## src/design/fpec_pkg.sv

```systemverilog
// Purpose: Shared constants and types for the flash program/erase control.
// Assumes: 20 MHz system clock, AXI4-Lite register access, 32-bit data.
// Notes:   Register byte address is four times the register index.
package fpec_pkg;
    localparam int unsigned CLK_HZ = 20_000_000;
    localparam int unsigned MASS_ERASE_MS = 200;
    localparam int unsigned PAGE_ERASE_MS = 10;
    localparam int unsigned ROW_TMO_US = 5000;
    localparam int unsigned MASS_CYC =
        int'((longint'(MASS_ERASE_MS) * CLK_HZ) / 1000);
    localparam int unsigned PAGE_CYC =
        int'((longint'(PAGE_ERASE_MS) * CLK_HZ) / 1000);
    localparam int unsigned ROW_TMO_CYC =
        int'((longint'(ROW_TMO_US) * CLK_HZ) / 1_000_000);
    localparam int CNT_W = 22;
    typedef logic [CNT_W-1:0] fpec_cnt_t;

    localparam int ADDR_W = 12;
    localparam logic [ADDR_W-1:0] CMD_IDX = 12'h0ff;
    localparam logic [ADDR_W-1:0] STAT_IDX = 12'h100;
    localparam logic [ADDR_W-1:0] CMD_ADDR = 12'(CMD_IDX * 4);
    localparam logic [ADDR_W-1:0] STAT_ADDR = 12'(STAT_IDX * 4);

    localparam int MASS_BIT = 0;
    localparam int PAGE_BIT = 1;
    localparam int ROW_BIT = 2;
    localparam int TMO_BIT = 0;
    localparam int DONE_BIT = 1;
    localparam int COL_LSB = 8;
    localparam logic [7:0] COL_END = 8'h80;
    localparam logic [1:0] RESP_OKAY = 2'h0;
    localparam logic [1:0] RESP_SLVERR = 2'h2;

    typedef enum logic [3:0] {
        ST_IDLE = 4'h1,
        ST_MASS = 4'h2,
        ST_PAGE = 4'h4,
        ST_ROW  = 4'h8
    } fpec_state_t;

    typedef struct packed {
        fpec_state_t st;
        fpec_cnt_t cnt;
        logic [7:0] col;
        logic [6:0] page;
        logic info;
        logic tmo;
        logic done;
        logic mass_on;
        logic page_on;
        logic row_on;
        logic rd_hold;
        logic wr_hold;
        logic awready;
        logic wready;
        logic aw_got;
        logic w_got;
        logic [ADDR_W-1:0] awaddr;
        logic [31:0] wdata;
        logic [3:0] wstrb;
        logic bvalid;
        logic [1:0] bresp;
        logic arready;
        logic rvalid;
        logic [31:0] rdata;
        logic [1:0] rresp;
    } fpec_regs_t;

    localparam fpec_regs_t REGS_RST = '{
        st: ST_IDLE, cnt: '0, col: 8'h00, page: 7'h00, info: 1'b0,
        tmo: 1'b0, done: 1'b0, mass_on: 1'b0, page_on: 1'b0,
        row_on: 1'b0, rd_hold: 1'b0, wr_hold: 1'b0, awready: 1'b1,
        wready: 1'b1, aw_got: 1'b0, w_got: 1'b0, awaddr: 12'h000,
        wdata: 32'h0000_0000, wstrb: 4'h0, bvalid: 1'b0,
        bresp: RESP_OKAY, arready: 1'b1, rvalid: 1'b0,
        rdata: 32'h0000_0000, rresp: RESP_OKAY
    };
endpackage : fpec_pkg

```

## src/design/fpec_ctrl.sv

```systemverilog
// Purpose: Flash program/erase command register with erase timers, row
//          programming column tracking and flash access hold outputs.
// Assumes: Requests are synchronous to aclk; row_byte_wr pulses once per
//          byte written during row programming.
// Notes:   Behaviour
// Behaviour
// - Command register eight bits, top five zero
// - Bit two enables row programming
// - Row bit clears at column 128 or timeout
// - Bit one erases page, self-clears
// - Bit zero erases whole array, self-clears
// - Full erase 200 ms, page 10 ms
// - Erase holds all flash reads and writes
// - Row programming holds flash reads
`timescale 1ns/1ps
`default_nettype none
module fpec_ctrl #(
    parameter int unsigned MASS_CYCLES = fpec_pkg::MASS_CYC,
    parameter int unsigned PAGE_CYCLES = fpec_pkg::PAGE_CYC,
    parameter int unsigned ROW_TMO_CYCLES = fpec_pkg::ROW_TMO_CYC
) (
    // Clock and reset
    input wire logic aclk,
    input wire logic aresetn,
    // AXI4-Lite write address and data
    input wire logic awvalid,
    output logic awready,
    input wire logic [fpec_pkg::ADDR_W-1:0] awaddr,
    input wire logic wvalid,
    output logic wready,
    input wire logic [31:0] wdata,
    input wire logic [3:0] wstrb,
    // AXI4-Lite write response
    output logic bvalid,
    input wire logic bready,
    output logic [1:0] bresp,
    // AXI4-Lite read
    input wire logic arvalid,
    output logic arready,
    input wire logic [fpec_pkg::ADDR_W-1:0] araddr,
    output logic rvalid,
    input wire logic rready,
    output logic [31:0] rdata,
    output logic [1:0] rresp,
    // Selects from page and column registers
    input wire logic [6:0] page_select,
    input wire logic info_area_select,
    input wire logic [6:0] col_start,
    // Row programming byte strobe
    input wire logic row_byte_wr,
    // Flash engine controls
    output logic mass_erase_on,
    output logic page_wipe_on,
    output logic row_write_on,
    output logic [6:0] erase_page,
    output logic erase_info,
    output logic [6:0] row_col,
    // Processor flash access holds
    output logic flash_rd_hold,
    output logic flash_wr_hold
);
    fpec_pkg::fpec_regs_t r_ff;
    fpec_pkg::fpec_regs_t nxt_r;

    always_comb begin
        logic wr_fire;
        logic [7:0] cmd;
        logic [7:0] col_inc;
        wr_fire = r_ff.aw_got && r_ff.w_got && !r_ff.bvalid;
        cmd = r_ff.wdata[7:0];
        col_inc = 8'(r_ff.col + 8'h01);
        nxt_r = r_ff;

        // Write channels are taken independently
        if (r_ff.awready && awvalid) begin
            nxt_r.awready = 1'b0;
            nxt_r.aw_got = 1'b1;
            nxt_r.awaddr = awaddr;
        end
        if (r_ff.wready && wvalid) begin
            nxt_r.wready = 1'b0;
            nxt_r.w_got = 1'b1;
            nxt_r.wdata = wdata;
            nxt_r.wstrb = wstrb;
        end
        if (wr_fire) begin
            nxt_r.aw_got = 1'b0;
            nxt_r.w_got = 1'b0;
            nxt_r.bvalid = 1'b1;
            nxt_r.bresp = fpec_pkg::RESP_OKAY;
            if (r_ff.awaddr != fpec_pkg::CMD_ADDR &&
                r_ff.awaddr != fpec_pkg::STAT_ADDR) begin
                nxt_r.bresp = fpec_pkg::RESP_SLVERR;
            end
            // Write one clears; a same-cycle set below wins
            if (r_ff.awaddr == fpec_pkg::STAT_ADDR && r_ff.wstrb[0]) begin
                if (r_ff.wdata[fpec_pkg::TMO_BIT]) begin
                    nxt_r.tmo = 1'b0;
                end
                if (r_ff.wdata[fpec_pkg::DONE_BIT]) begin
                    nxt_r.done = 1'b0;
                end
            end
        end
        if (r_ff.bvalid && bready) begin
            nxt_r.bvalid = 1'b0;
            nxt_r.awready = 1'b1;
            nxt_r.wready = 1'b1;
        end

        // Operation timers and row column tracking
        case (r_ff.st)
            fpec_pkg::ST_IDLE: begin
            end
            fpec_pkg::ST_MASS, fpec_pkg::ST_PAGE: begin
                if (r_ff.cnt == '0) begin
                    nxt_r.st = fpec_pkg::ST_IDLE;
                    nxt_r.done = 1'b1;
                end else begin
                    nxt_r.cnt = fpec_pkg::fpec_cnt_t'(r_ff.cnt - 1'b1);
                end
            end
            fpec_pkg::ST_ROW: begin
                if (row_byte_wr) begin
                    nxt_r.col = col_inc;
                end
                if (row_byte_wr && col_inc == fpec_pkg::COL_END) begin
                    nxt_r.st = fpec_pkg::ST_IDLE;
                    nxt_r.done = 1'b1;
                end else if (r_ff.cnt == '0) begin
                    nxt_r.st = fpec_pkg::ST_IDLE;
                    nxt_r.tmo = 1'b1;
                end else begin
                    nxt_r.cnt = fpec_pkg::fpec_cnt_t'(r_ff.cnt - 1'b1);
                end
            end
            default: begin
                nxt_r.st = fpec_pkg::ST_IDLE;
            end
        endcase

        // Command register: starts only from idle, mass over page over row
        if (wr_fire && r_ff.awaddr == fpec_pkg::CMD_ADDR && r_ff.wstrb[0])
        begin
            if (r_ff.st == fpec_pkg::ST_IDLE) begin
                nxt_r.page = page_select;
                nxt_r.info = info_area_select;
                if (cmd[fpec_pkg::MASS_BIT]) begin
                    nxt_r.st = fpec_pkg::ST_MASS;
                    nxt_r.cnt =
                        fpec_pkg::fpec_cnt_t'(MASS_CYCLES - 1);
                end else if (cmd[fpec_pkg::PAGE_BIT]) begin
                    nxt_r.st = fpec_pkg::ST_PAGE;
                    nxt_r.cnt =
                        fpec_pkg::fpec_cnt_t'(PAGE_CYCLES - 1);
                end else if (cmd[fpec_pkg::ROW_BIT]) begin
                    nxt_r.st = fpec_pkg::ST_ROW;
                    nxt_r.col = {1'b0, col_start};
                    nxt_r.cnt =
                        fpec_pkg::fpec_cnt_t'(ROW_TMO_CYCLES - 1);
                end
            end else if (r_ff.st == fpec_pkg::ST_ROW &&
                         !cmd[fpec_pkg::ROW_BIT]) begin
                nxt_r.st = fpec_pkg::ST_IDLE;
            end
        end

        nxt_r.mass_on = nxt_r.st == fpec_pkg::ST_MASS;
        nxt_r.page_on = nxt_r.st == fpec_pkg::ST_PAGE;
        nxt_r.row_on = nxt_r.st == fpec_pkg::ST_ROW;
        nxt_r.rd_hold = nxt_r.st != fpec_pkg::ST_IDLE;
        nxt_r.wr_hold = nxt_r.mass_on || nxt_r.page_on;

        // Read channel, one outstanding read
        if (r_ff.arready && arvalid) begin
            nxt_r.arready = 1'b0;
            nxt_r.rvalid = 1'b1;
            nxt_r.rresp = fpec_pkg::RESP_OKAY;
            nxt_r.rdata = 32'h0000_0000;
            if (araddr == fpec_pkg::CMD_ADDR) begin
                // Upper command bits always read zero
                nxt_r.rdata[fpec_pkg::MASS_BIT] = r_ff.mass_on;
                nxt_r.rdata[fpec_pkg::PAGE_BIT] = r_ff.page_on;
                nxt_r.rdata[fpec_pkg::ROW_BIT] = r_ff.row_on;
            end else if (araddr == fpec_pkg::STAT_ADDR) begin
                nxt_r.rdata[fpec_pkg::TMO_BIT] = r_ff.tmo;
                nxt_r.rdata[fpec_pkg::DONE_BIT] = r_ff.done;
                nxt_r.rdata[fpec_pkg::COL_LSB +: 8] = r_ff.col;
            end else begin
                nxt_r.rresp = fpec_pkg::RESP_SLVERR;
            end
        end
        if (r_ff.rvalid && rready) begin
            nxt_r.rvalid = 1'b0;
            nxt_r.arready = 1'b1;
        end
    end

    always_ff @(posedge aclk) begin
        if (!aresetn) begin
            r_ff <= fpec_pkg::REGS_RST;
        end else begin
            r_ff <= nxt_r;
        end
    end

    assign awready = r_ff.awready;
    assign wready = r_ff.wready;
    assign bvalid = r_ff.bvalid;
    assign bresp = r_ff.bresp;
    assign arready = r_ff.arready;
    assign rvalid = r_ff.rvalid;
    assign rdata = r_ff.rdata;
    assign rresp = r_ff.rresp;
    assign mass_erase_on = r_ff.mass_on;
    assign page_wipe_on = r_ff.page_on;
    assign row_write_on = r_ff.row_on;
    assign erase_page = r_ff.page;
    assign erase_info = r_ff.info;
    assign row_col = r_ff.col[6:0];
    assign flash_rd_hold = r_ff.rd_hold;
    assign flash_wr_hold = r_ff.wr_hold;

    rsvd_zero_a: assert property (
        @(posedge aclk) disable iff (!aresetn)
        $rose(rvalid) && $past(araddr) == fpec_pkg::CMD_ADDR
        |-> rdata[31:3] == 29'h0000_0000)
        else $error("Reserved command bits not zero");

    row_start_a: assert property (
        @(posedge aclk) disable iff (!aresetn)
        r_ff.aw_got && r_ff.w_got && !bvalid &&
        r_ff.awaddr == fpec_pkg::CMD_ADDR && r_ff.wstrb[0] &&
        r_ff.wdata[2:0] == 3'h4 && r_ff.st == fpec_pkg::ST_IDLE
        |=> row_write_on ##0 flash_rd_hold && !flash_wr_hold)
        else $error("Row programming did not start");

    row_end_a: assert property (
        @(posedge aclk) disable iff (!aresetn)
        row_write_on && row_byte_wr && r_ff.col == 8'h7f
        |=> !row_write_on && r_ff.done)
        else $error("Row programming did not end at column 128");

    row_tmo_a: assert property (
        @(posedge aclk) disable iff (!aresetn)
        row_write_on && !row_byte_wr && r_ff.cnt == '0
        |=> !row_write_on && r_ff.tmo)
        else $error("Row timeout did not clear the enable");

    page_done_a: assert property (
        @(posedge aclk) disable iff (!aresetn)
        page_wipe_on && r_ff.cnt == '0 |=> !page_wipe_on && r_ff.done)
        else $error("Page erase did not self-clear");

    mass_len_a: assert property (
        @(posedge aclk) disable iff (!aresetn)
        $rose(mass_erase_on)
        |-> r_ff.cnt == fpec_pkg::fpec_cnt_t'(MASS_CYCLES - 1))
        else $error("Full erase timer loaded wrongly");

    page_len_a: assert property (
        @(posedge aclk) disable iff (!aresetn)
        $rose(page_wipe_on)
        |-> r_ff.cnt == fpec_pkg::fpec_cnt_t'(PAGE_CYCLES - 1))
        else $error("Page erase timer loaded wrongly");

    erase_hold_a: assert property (
        @(posedge aclk) disable iff (!aresetn)
        (mass_erase_on || page_wipe_on) |-> flash_rd_hold && flash_wr_hold)
        else $error("Flash access not held during erase");

    row_hold_a: assert property (
        @(posedge aclk) disable iff (!aresetn)
        row_write_on |-> flash_rd_hold && !flash_wr_hold)
        else $error("Flash read not held during row programming");

    reset_clear_a: assert property (
        @(posedge aclk) disable iff (!aresetn)
        $rose(aresetn)
        |-> !mass_erase_on && !page_wipe_on && !row_write_on)
        else $error("Command bits not cleared by reset");

    mass_start_a: assert property (
        @(posedge aclk) disable iff (!aresetn)
        r_ff.aw_got && r_ff.w_got && !bvalid &&
        r_ff.awaddr == fpec_pkg::CMD_ADDR && r_ff.wstrb[0] &&
        r_ff.wdata[fpec_pkg::MASS_BIT] && r_ff.st == fpec_pkg::ST_IDLE
        |=> mass_erase_on && flash_wr_hold)
        else $error("Full erase did not start");

    mass_done_a: assert property (
        @(posedge aclk) disable iff (!aresetn)
        mass_erase_on && r_ff.cnt == '0 |=> !mass_erase_on && r_ff.done)
        else $error("Full erase did not self-clear");

    page_start_a: assert property (
        @(posedge aclk) disable iff (!aresetn)
        r_ff.aw_got && r_ff.w_got && !bvalid &&
        r_ff.awaddr == fpec_pkg::CMD_ADDR && r_ff.wstrb[0] &&
        r_ff.wdata[fpec_pkg::PAGE_BIT] && !r_ff.wdata[fpec_pkg::MASS_BIT] &&
        r_ff.st == fpec_pkg::ST_IDLE
        |=> page_wipe_on && flash_wr_hold)
        else $error("Page erase did not start");

    row_abort_a: assert property (
        @(posedge aclk) disable iff (!aresetn)
        r_ff.aw_got && r_ff.w_got && !bvalid &&
        r_ff.awaddr == fpec_pkg::CMD_ADDR && r_ff.wstrb[0] &&
        !r_ff.wdata[fpec_pkg::ROW_BIT] && row_write_on
        |=> !row_write_on && !flash_rd_hold)
        else $error("Row programming not stopped by clearing its bit");

    idle_hold_a: assert property (
        @(posedge aclk) disable iff (!aresetn)
        !mass_erase_on && !page_wipe_on && !row_write_on
        |-> !flash_rd_hold && !flash_wr_hold)
        else $error("Flash access held while idle");
endmodule : fpec_ctrl
`default_nettype wire

```

## config.mk

```make
export PLATFORM = sky130hd
export DESIGN_NAME = fpec_ctrl
export DESIGN_NICKNAME = d
export VERILOG_FILES = /design/src/design/fpec_pkg.sv /design/src/design/fpec_ctrl.sv
export SDC_FILE = /design/constraint.sdc
export NUM_CORES = 1
export LEC_CHECK = 0
export ABC_AREA = 0
export BUFFER_PORTS_ARGS = -buffer_cell sky130_fd_sc_hd__buf_2
export CORE_MARGIN = 2
export CORE_UTILIZATION = 40
export CTS_CLUSTER_DIAMETER = 50
export DETAILED_ROUTE_END_ITERATION = 8
export PLACE_DENSITY_LB_ADDON = 0.25
export SLEW_MARGIN = 20
export SYNTH_ARGS = -nofsm -noshare
export SYNTH_HDL_FRONTEND = slang
export SYNTH_SLANG_ARGS = --single-unit
```

## constraint.sdc

```tcl
create_clock -name aclk -period 4 [get_ports aclk]
set_input_delay 0.8 -clock aclk [delete_from_list [all_inputs] [get_ports aclk]]
set_output_delay 0.8 -clock aclk [all_outputs]
set_load 0.02 [all_outputs]
```

==> metrics.log, run 1 <==
[metrics] CP Depth: 6
[metrics] Final setup violation count: 0
[metrics] reg2reg end: row_col[4]
[metrics] leakage power total: around 2.0 nW
[metrics] routability-driven placement congestion ratio: 0.866
[metrics] start point of the worst min-delay path: erase_page[5]
[metrics] power density normalized to cell area: 337 nW/um^2
[metrics] cell at the root of the clock tree: sky130_fd_sc_hd__clkbuf_8
[metrics] via count of the first global-routing pass: between 3000 and 4000
[metrics] maximum achievable frequency: ~0.36 GHz
[metrics] largest clock skew in the final design: 15.7 ps
[metrics] die boundary height: 109 um
[metrics] number of levels the H-tree was split into: 3
[metrics] Pre-antenna DRT Iters: 5
[metrics] Final TNS setup: 0 ps
[metrics] most used flip-flop cell after synthesis: sky130_fd_sc_hd__dfxtp_1
[metrics] final count of pins violating max slew: 0
[metrics] crit path launch type: flip-flop
[metrics] delay contributed by the slowest stage of the critical path: 670 ps
[metrics] crit end category: flip-flop
[metrics] library cells used by synthesis: between 60 and 70
[metrics] critical path data required time: 4240 ps
[metrics] cell family with the largest share of critical-path delay: simple AND/OR/NAND/NOR gates
[metrics] cells along the critical path: nand4_1 > nor4_1 > and2_1 > nand3_1 > mux2i_1 > nor2_1
[metrics] number of buffers between clock root and the deepest sink: 2
[metrics] unrepaired setup endpoints after global routing: no
[metrics] number of vias per cell: 5.37
[metrics] last element of the critical path: row_col[4]
[metrics] run status: finished clean
[metrics] switching portion of total power: between 20% and 30%
[metrics] switching power summed over all nets: 0.445 mW
[metrics] warning count from the yosys run: 0
[metrics] combinational fraction of design power: 7.7%
[metrics] layout net count: 687
[metrics] mean instance size in the synthesized netlist: 8.07 um^2
[metrics] antenna violations before repair: 0
[metrics] number of flip-flops and latches in the synthesized netlist: 85
[metrics] number of diodes: 0
[metrics] initial core utilization: 41.0%
[metrics] sequential share of power: about 53%
[metrics] largest net degree at the start of global routing: 58
[metrics] total congestion overflow after global routing: 0
[metrics] Post-synth ARST share: 0%
[metrics] number of gates given a new drive strength after cts: 0
[metrics] Post-Syn Area: 4440 um^2
[metrics] final routed wire length divided by cell count: 14.4 um
[metrics] number of flops mapped to enable cells by yosys: 0
[metrics] ports placed on the boundary: 144
[metrics] count of clock tree sinks: 85
[metrics] Power Internal: approximately 1.2 mW
[metrics] startpoint of the worst register-to-register path: r_ff[79]
[metrics] crit share post-route: 68.7%
[metrics] clock latency of the later-clocked register in the worst-skew pair: 370 ps
[metrics] Hold Vio Cnt, Final: 0
[metrics] DRT Wirelength: 10.7 mm
[metrics] most instantiated library cell after synthesis: sky130_fd_sc_hd__dfxtp_1
[metrics] dominant cells by area after synthesis: sky130_fd_sc_hd__dfxtp_1 (38%), sky130_fd_sc_hd__buf_4 (8.4%), sky130_fd_sc_hd__nand2_1 (6.6%)
[metrics] die span in x: 109 um
[metrics] IO Port Bufs: 88
[metrics] maximum vdd drop: 0.000205 V
[metrics] largest area contributor in the synthesized netlist: sky130_fd_sc_hd__dfxtp_1
[metrics] Via Count: between 4000 and 5000
[metrics] Num CTS Buffers: 9
[metrics] cell row count: 38
[metrics] clock network power share: 39.1%
[metrics] worst slew margin relative to its limit: 48.0%
[metrics] post-layout minimum cycle time: 2750 ps
[metrics] remaining antenna violation count: 0
[metrics] overall power consumption: 1.65 mW
[metrics] DRC: 0
[metrics] clock edge transition at the registers on the reported setup and hold paths: ~100 ps
[metrics] hold-fix buffer count after cts: 0
[metrics] highest net fanout along the worst path: 14
[metrics] slew at the pin closest to its max-slew limit: 777 ps
[metrics] wire length of the first global-routing pass: roughly 17 mm
[metrics] Arr. time, crit path: approximately 3000 ps
[metrics] WP buf/inv: 0
[metrics] fraction of final layout cells sized beyond drive strength 1: approximately a fifth
[metrics] all-layer global routing usage: 17.9%
[metrics] critical path start-end classification: reg2reg
[metrics] number of instances in the synthesized netlist: between 500 and 600
[metrics] post-synthesis sequential area ratio: around two fifths
[metrics] relative area change from synthesis to final layout: 9.99%
[metrics] count of maximum capacitance violations: 0
[metrics] Die Footprint: roughly 12000 um^2
[metrics] share of the synthesized area in the top cell type: 38.3%
[metrics] TritonCTS clock tree: built
[metrics] slowest CP cell: sky130_fd_sc_hd__nor4_1
[metrics] post-DP HPWL: 7.81 mm
[metrics] top cells by instance count after synthesis: sky130_fd_sc_hd__dfxtp_1 (85), sky130_fd_sc_hd__nand2_1 (78), sky130_fd_sc_hd__a21oi_1 (53)
[metrics] slack of the worst reg-to-reg path: ~1300 ps
[metrics] path category of the worst min-delay check: reg2reg
[metrics] number of violations reported at the end of detailed-routing iteration 0: between 150 and 200
[metrics] Worst Reg2Reg Path Length in Cells: 6
[metrics] core region area: roughly 11000 um^2
[metrics] Worst setup startpoint: r_ff[79]
[metrics] buffers inserted by post-CTS timing repair: 0
## worst reg2reg max path, stage by stage, from the launching register on
cell                      delay, ps
sky130_fd_sc_hd__dfxtp_1        400
sky130_fd_sc_hd__nand4_1        160
sky130_fd_sc_hd__nor4_1         670
sky130_fd_sc_hd__and2_1         480
sky130_fd_sc_hd__nand3_1        520
sky130_fd_sc_hd__mux2i_1        340
sky130_fd_sc_hd__nor2_1          60
## power groups by stage
stage / registers [mW] / clock network, mW / logic (mW)
after floorplan: 0.898 / 0 / 0.0984
after global placement: 0.897 / 0 / 0.124
after detailed placement: 0.898 / 0 / 0.126
after CTS: 0.878 / 0.663 / 0.127
after global routing: 0.881 / 0.693 / 0.141
final: 0.878 / 0.644 / 0.127
## cell type report
cell class                 count  area [um^2]
fill                        1099         5950
multi-input combinational    404         2310
sequential                    85         1700
timing repair buffer          91          463
tap                          140          175
clock buffer                   9          124
clock inverter                 7         81.3
inverter                      10         37.5
## routing by layer
layer / share of wire (%) / up-vias / routed length (um) / GRT usage (%)
met5: 0 / - / 0 / 0
met4: 1.4 / 0 / 154 / 7.23
met3: 4.6 / 12 / 499 / 2.96
met2: 47 / 108 / 5100 / 29.6
met1: 46 / 1871 / 4990 / 23.0
li1: - / 2014 / - / -
## registers in the layout, indices dropped and copies added (netlist names)
| signal | cells |
|---|---|
| rresp | 1 |
| wready | 1 |
| rdata | 11 |
| row_col | 7 |
| bresp | 1 |
| erase_info | 1 |
| flash_rd_hold | 1 |
| row_write_on | 1 |
| arready | 1 |
| awready | 1 |
| r_ff | 47 |
| bvalid | 1 |
| rvalid | 1 |
| page_wipe_on | 1 |
| erase_page | 7 |
| flash_wr_hold | 1 |
| mass_erase_on | 1 |
## metrics by stage
step | cells | area, um^2 | worst slack [ps] | util [%] | hold slack, ps
floorplan | 573 | 4530 | 1820 | - | 431
global placement | 730 | 4680 | 1440 | 43.2 | 439
detailed placement | 730 | 4680 | 1320 | 43.2 | 445
CTS | 746 | 4890 | 1300 | 45.1 | 457
global route | 746 | 4890 | 1060 | 45.1 | 480
finish | 746 | 4890 | 1250 | 45.1 | 455
## cells by family after synthesis
kind of cell | count (synthesis) | share of synthesized area [%]
fa+ha+maj | 3 | 0.845
other cells | 1 | 0.0844
simple gates | 230 | 26.2
mux | 4 | 0.957
flops | 85 | 38.3
compound gates | 131 | 19.4
buf+inv | 84 | 11.7
xor+xnor | 13 | 2.56
## cell usage in the layout (no fill, tap or decap), types with 3 or more instances in the layout
cell type	n
sky130_fd_sc_hd__o21bai_1	3
sky130_fd_sc_hd__or3_1	13
sky130_fd_sc_hd__nand2_1	78
sky130_fd_sc_hd__a31oi_1	7
sky130_fd_sc_hd__nor3_1	17
sky130_fd_sc_hd__nand2b_1	5
sky130_fd_sc_hd__a311oi_1	3
sky130_fd_sc_hd__nand4_1	9
sky130_fd_sc_hd__nor2_1	31
sky130_fd_sc_hd__xnor2_1	9
sky130_fd_sc_hd__nor4_1	9
sky130_fd_sc_hd__ha_1	3
sky130_fd_sc_hd__o21ai_1	4
sky130_fd_sc_hd__o21a_1	6
sky130_fd_sc_hd__o31ai_1	8
sky130_fd_sc_hd__o21ai_0	10
sky130_fd_sc_hd__and3_1	7
sky130_fd_sc_hd__a211oi_1	8
sky130_fd_sc_hd__inv_1	9
sky130_fd_sc_hd__a21oi_1	53
sky130_fd_sc_hd__or2_2	3
sky130_fd_sc_hd__dfxtp_1	85
sky130_fd_sc_hd__o21ai_2	3
sky130_fd_sc_hd__o2111ai_1	3
sky130_fd_sc_hd__buf_4	3
sky130_fd_sc_hd__o211ai_1	7
sky130_fd_sc_hd__clkbuf_8	9
sky130_fd_sc_hd__nand3_1	27
sky130_fd_sc_hd__buf_2	88
sky130_fd_sc_hd__nand3b_1	4
sky130_fd_sc_hd__and2_1	6
sky130_fd_sc_hd__xor2_1	4
sky130_fd_sc_hd__or4_1	9
sky130_fd_sc_hd__conb_1	23
## worst min-delay path by stage
stage	depth (start not counted)	end
after floorplan	2	r_ff[86]
after global routing	2	rdata[2]
final	2	erase_page[5]
after global placement	2	rdata[9]
after CTS	2	rdata[8]
after detailed placement	2	erase_page[5]
No activity file was read; power rests on OpenSTA's default activity.
==> inputs of run 2 (changes only) <==
==> constraint.sdc (replaced) <==
create_clock -name aclk -period 2.7 [get_ports aclk]
set_input_delay 0.54 -clock aclk [delete_from_list [all_inputs] [get_ports aclk]]
set_output_delay 0.54 -clock aclk [all_outputs]
set_load 0.02 [all_outputs]
==> metrics.log, run 2 (synthesis results as in run 1) <==
[metrics] met2 track demand over resource in global routing: 29.6% (unchanged)
[metrics] number of diodes: 0 (unchanged)
[metrics] Final setup violation count: 0 (unchanged)
[metrics] power density normalized to cell area: 495 nW/um^2 (+47%)
[metrics] hold-fix buffer count after cts: 0 (unchanged)
[metrics] count of maximum capacitance violations: 0 (unchanged)
[metrics] overall power consumption: 2.46 mW (+49%)
[metrics] number of violations reported at the end of detailed-routing iteration 0: 285 (+60%)
[metrics] buffers inserted by post-CTS timing repair: 0 (unchanged)
[metrics] routability-driven placement congestion ratio: 0.904 (+4.4%)
[metrics] routing layer with the top usage in global route: met2
[metrics] number of non-filler instances in the completed layout: 756 (+1.3%)
[metrics] Hold Vio Cnt, Final: 0 (unchanged)
[metrics] TritonCTS clock tree: built
[metrics] maximum achievable frequency: 0.402 GHz (+10%)
[metrics] Via Count: 4037 (+0.80%)
[metrics] die boundary height: 109 um (unchanged)
[metrics] largest net degree at the start of global routing: 29 (-50%)
[metrics] slew at the pin closest to its max-slew limit: 759 ps (-17.6 ps)
[metrics] crit path launch type: flip-flop
[metrics] wire length of the first global-routing pass: 17.5 mm (+2.8%)
[metrics] ports placed on the boundary: 144 (unchanged)
[metrics] die span in x: 109 um (unchanged)
[metrics] all-layer global routing usage: 18.4% (+0.55 points)
[metrics] critical path data required time: 2950 ps (-1290 ps)
[metrics] final routed wire length divided by cell count: 14.4 um (about the same)
[metrics] Die Footprint: 12000 um^2 (unchanged)
[metrics] global-route met1 utilization: 24.2% (+1.1 points)
[metrics] final worst slack: 212 ps (-1040 ps)
[metrics] maximum vdd drop: 0.000243 V (+19%)
[metrics] cells along the critical path: ha_1 > xnor2_1 > nand4_1 > a2111o_1 > o21a_1 > a22oi_4 > o21bai_1
[metrics] cell at the root of the clock tree: sky130_fd_sc_hd__clkbuf_8
[metrics] crit share post-route: 92.1% (+23 points)
[metrics] Final TNS setup: 0 ps (unchanged)
[metrics] dpl ws: 222 ps (-1100 ps)
[metrics] DRT Wirelength: 10.9 mm (+1.3%)
[metrics] slowest CP cell: sky130_fd_sc_hd__a2111o_1
[metrics] most frequent cells in the layout: sky130_fd_sc_hd__buf_2 (88), sky130_fd_sc_hd__dfxtp_1 (85), sky130_fd_sc_hd__nand2_1 (78)
[metrics] worst slew margin relative to its limit: 49.2% (+1.2 points)
[metrics] leakage power total: 2.08 nW (+2.8%)
[metrics] path category of the worst min-delay check: in2reg
[metrics] number of vias per cell: 5.34 (-0.53%)
[metrics] clock latency of the later-clocked register in the worst-skew pair: 360 ps (about the same)
[metrics] DRC: 0 (unchanged)
[metrics] met3 track demand over resource: 4.98% (+2.0 points)
[metrics] IO Port Bufs: 88 (unchanged)
[metrics] cell row count: 38 (unchanged)
[metrics] cell family with the largest share of critical-path delay: compound AO/OA/AOI/OAI gates
[metrics] remaining antenna violation count: 0 (unchanged)
[metrics] flip-flop count of the largest register after layout: 47 (unchanged)
[metrics] count of clock tree sinks: 85 (unchanged)
[metrics] total congestion overflow after global routing: 0 (unchanged)
[metrics] critical path start-end classification: reg2reg
[metrics] clock edge transition at the registers on the reported setup and hold paths: 80 ps (-20 ps)
[metrics] largest clock skew in the final design: 10.6 ps (-5.08 ps)
[metrics] fill count: 1107 (+0.73%)
[metrics] antenna violations before repair: 0 (unchanged)
[metrics] footprint of the multi-input gates: 2310 um^2 (unchanged)
[metrics] crit end category: flip-flop
[metrics] Post-Place Cell Area: 4770 um^2 (+1.9%)
[metrics] relative area change from synthesis to final layout: 11.9%
[metrics] final hold slack: 392 ps (-63.4 ps)
[metrics] delay contributed by the slowest stage of the critical path: 520 ps (-150 ps)
[metrics] Finished Cell Area: 4970 um^2 (+1.8%)
[metrics] register with the most flip-flops: r_ff
[metrics] Num CTS Buffers: 9 (unchanged)
[metrics] layout net count: 699 (+1.7%)
[metrics] share of the core filled with cells: 45.9% (+0.80 points)
[metrics] Pre-antenna DRT Iters: 5 (unchanged)
[metrics] post-DP HPWL: 8.17 mm (+4.6%)
[metrics] number of gates given a new drive strength after cts: 0 (unchanged)
[metrics] number of levels the H-tree was split into: 3 (unchanged)
[metrics] final count of pins violating max slew: 0 (unchanged)
[metrics] core region area: 10800 um^2 (unchanged)
[metrics] most frequent standard cell in the layout excluding fill and tap cells: sky130_fd_sc_hd__buf_2
[metrics] area occupied by registers: 1700 um^2 (unchanged)
[metrics] via count of the first global-routing pass: 3644 (+0.83%)
[metrics] highest net fanout along the worst path: 10 (-4)
[metrics] post-layout minimum cycle time: 2490 ps (-260 ps)
[metrics] fraction of final layout cells sized beyond drive strength 1: 21.3% (+1.1 points)
[metrics] run status: finished clean
[metrics] number of buffers between clock root and the deepest sink: 2 (unchanged)
[metrics] Arr. time, crit path: 2730 ps (-260 ps)
[metrics] WP buf/inv: 0 (unchanged)
[metrics] unrepaired setup endpoints after global routing: no
[metrics] initial core utilization: 41.0% (unchanged)
[metrics] number of cells in the design after placement: 742 (+1.6%)
run 2: worst paths after layout:
kind	slack [ps]	start	cells after the start	to
max	210	row_col[0]	7	flash_wr_hold
min	390	awvalid	2	awready
max reg2reg	210	row_col[0]	7	flash_wr_hold
min reg2reg	450	rdata[10]	2	rdata[10]
run 2: area by class of cell:
type / count / share of cell area [%]
sequential: 85 / 34.2
multi-input combinational: 404 / 46.4
tap: 140 / 3.52
clock buffer: 10 / 2.57
clock inverter: 4 / 1.48
inverter: 10 / 0.755
timing repair buffer: 103 / 11.1
run 2: worst register-to-register path, stage by stage, from the launching register on:
cell and delay (ps):
sky130_fd_sc_hd__dfxtp_1 470, sky130_fd_sc_hd__ha_1 310, sky130_fd_sc_hd__xnor2_1 150, sky130_fd_sc_hd__nand4_1 110, sky130_fd_sc_hd__a2111o_1 520, sky130_fd_sc_hd__o21a_1 400, sky130_fd_sc_hd__a22oi_4 320, sky130_fd_sc_hd__o21bai_1 100
run 2: power by group:
| part | switching, mW | internal, mW | total [mW] |
|---|---|---|---|
| clock network | 0.455 | 0.513 | 0.968 |
| registers | 0.0229 | 1.28 | 1.30 |
| logic | 0.126 | 0.0665 | 0.192 |
| total | 0.603 | 1.86 | 2.46 |
run 2: per-layer routing:
layer  wire length (um)  share of wire [%]
met4                135                1.2
met3                538                4.9
met5                  0                  0
met2               5190                 48
met1               5030                 46
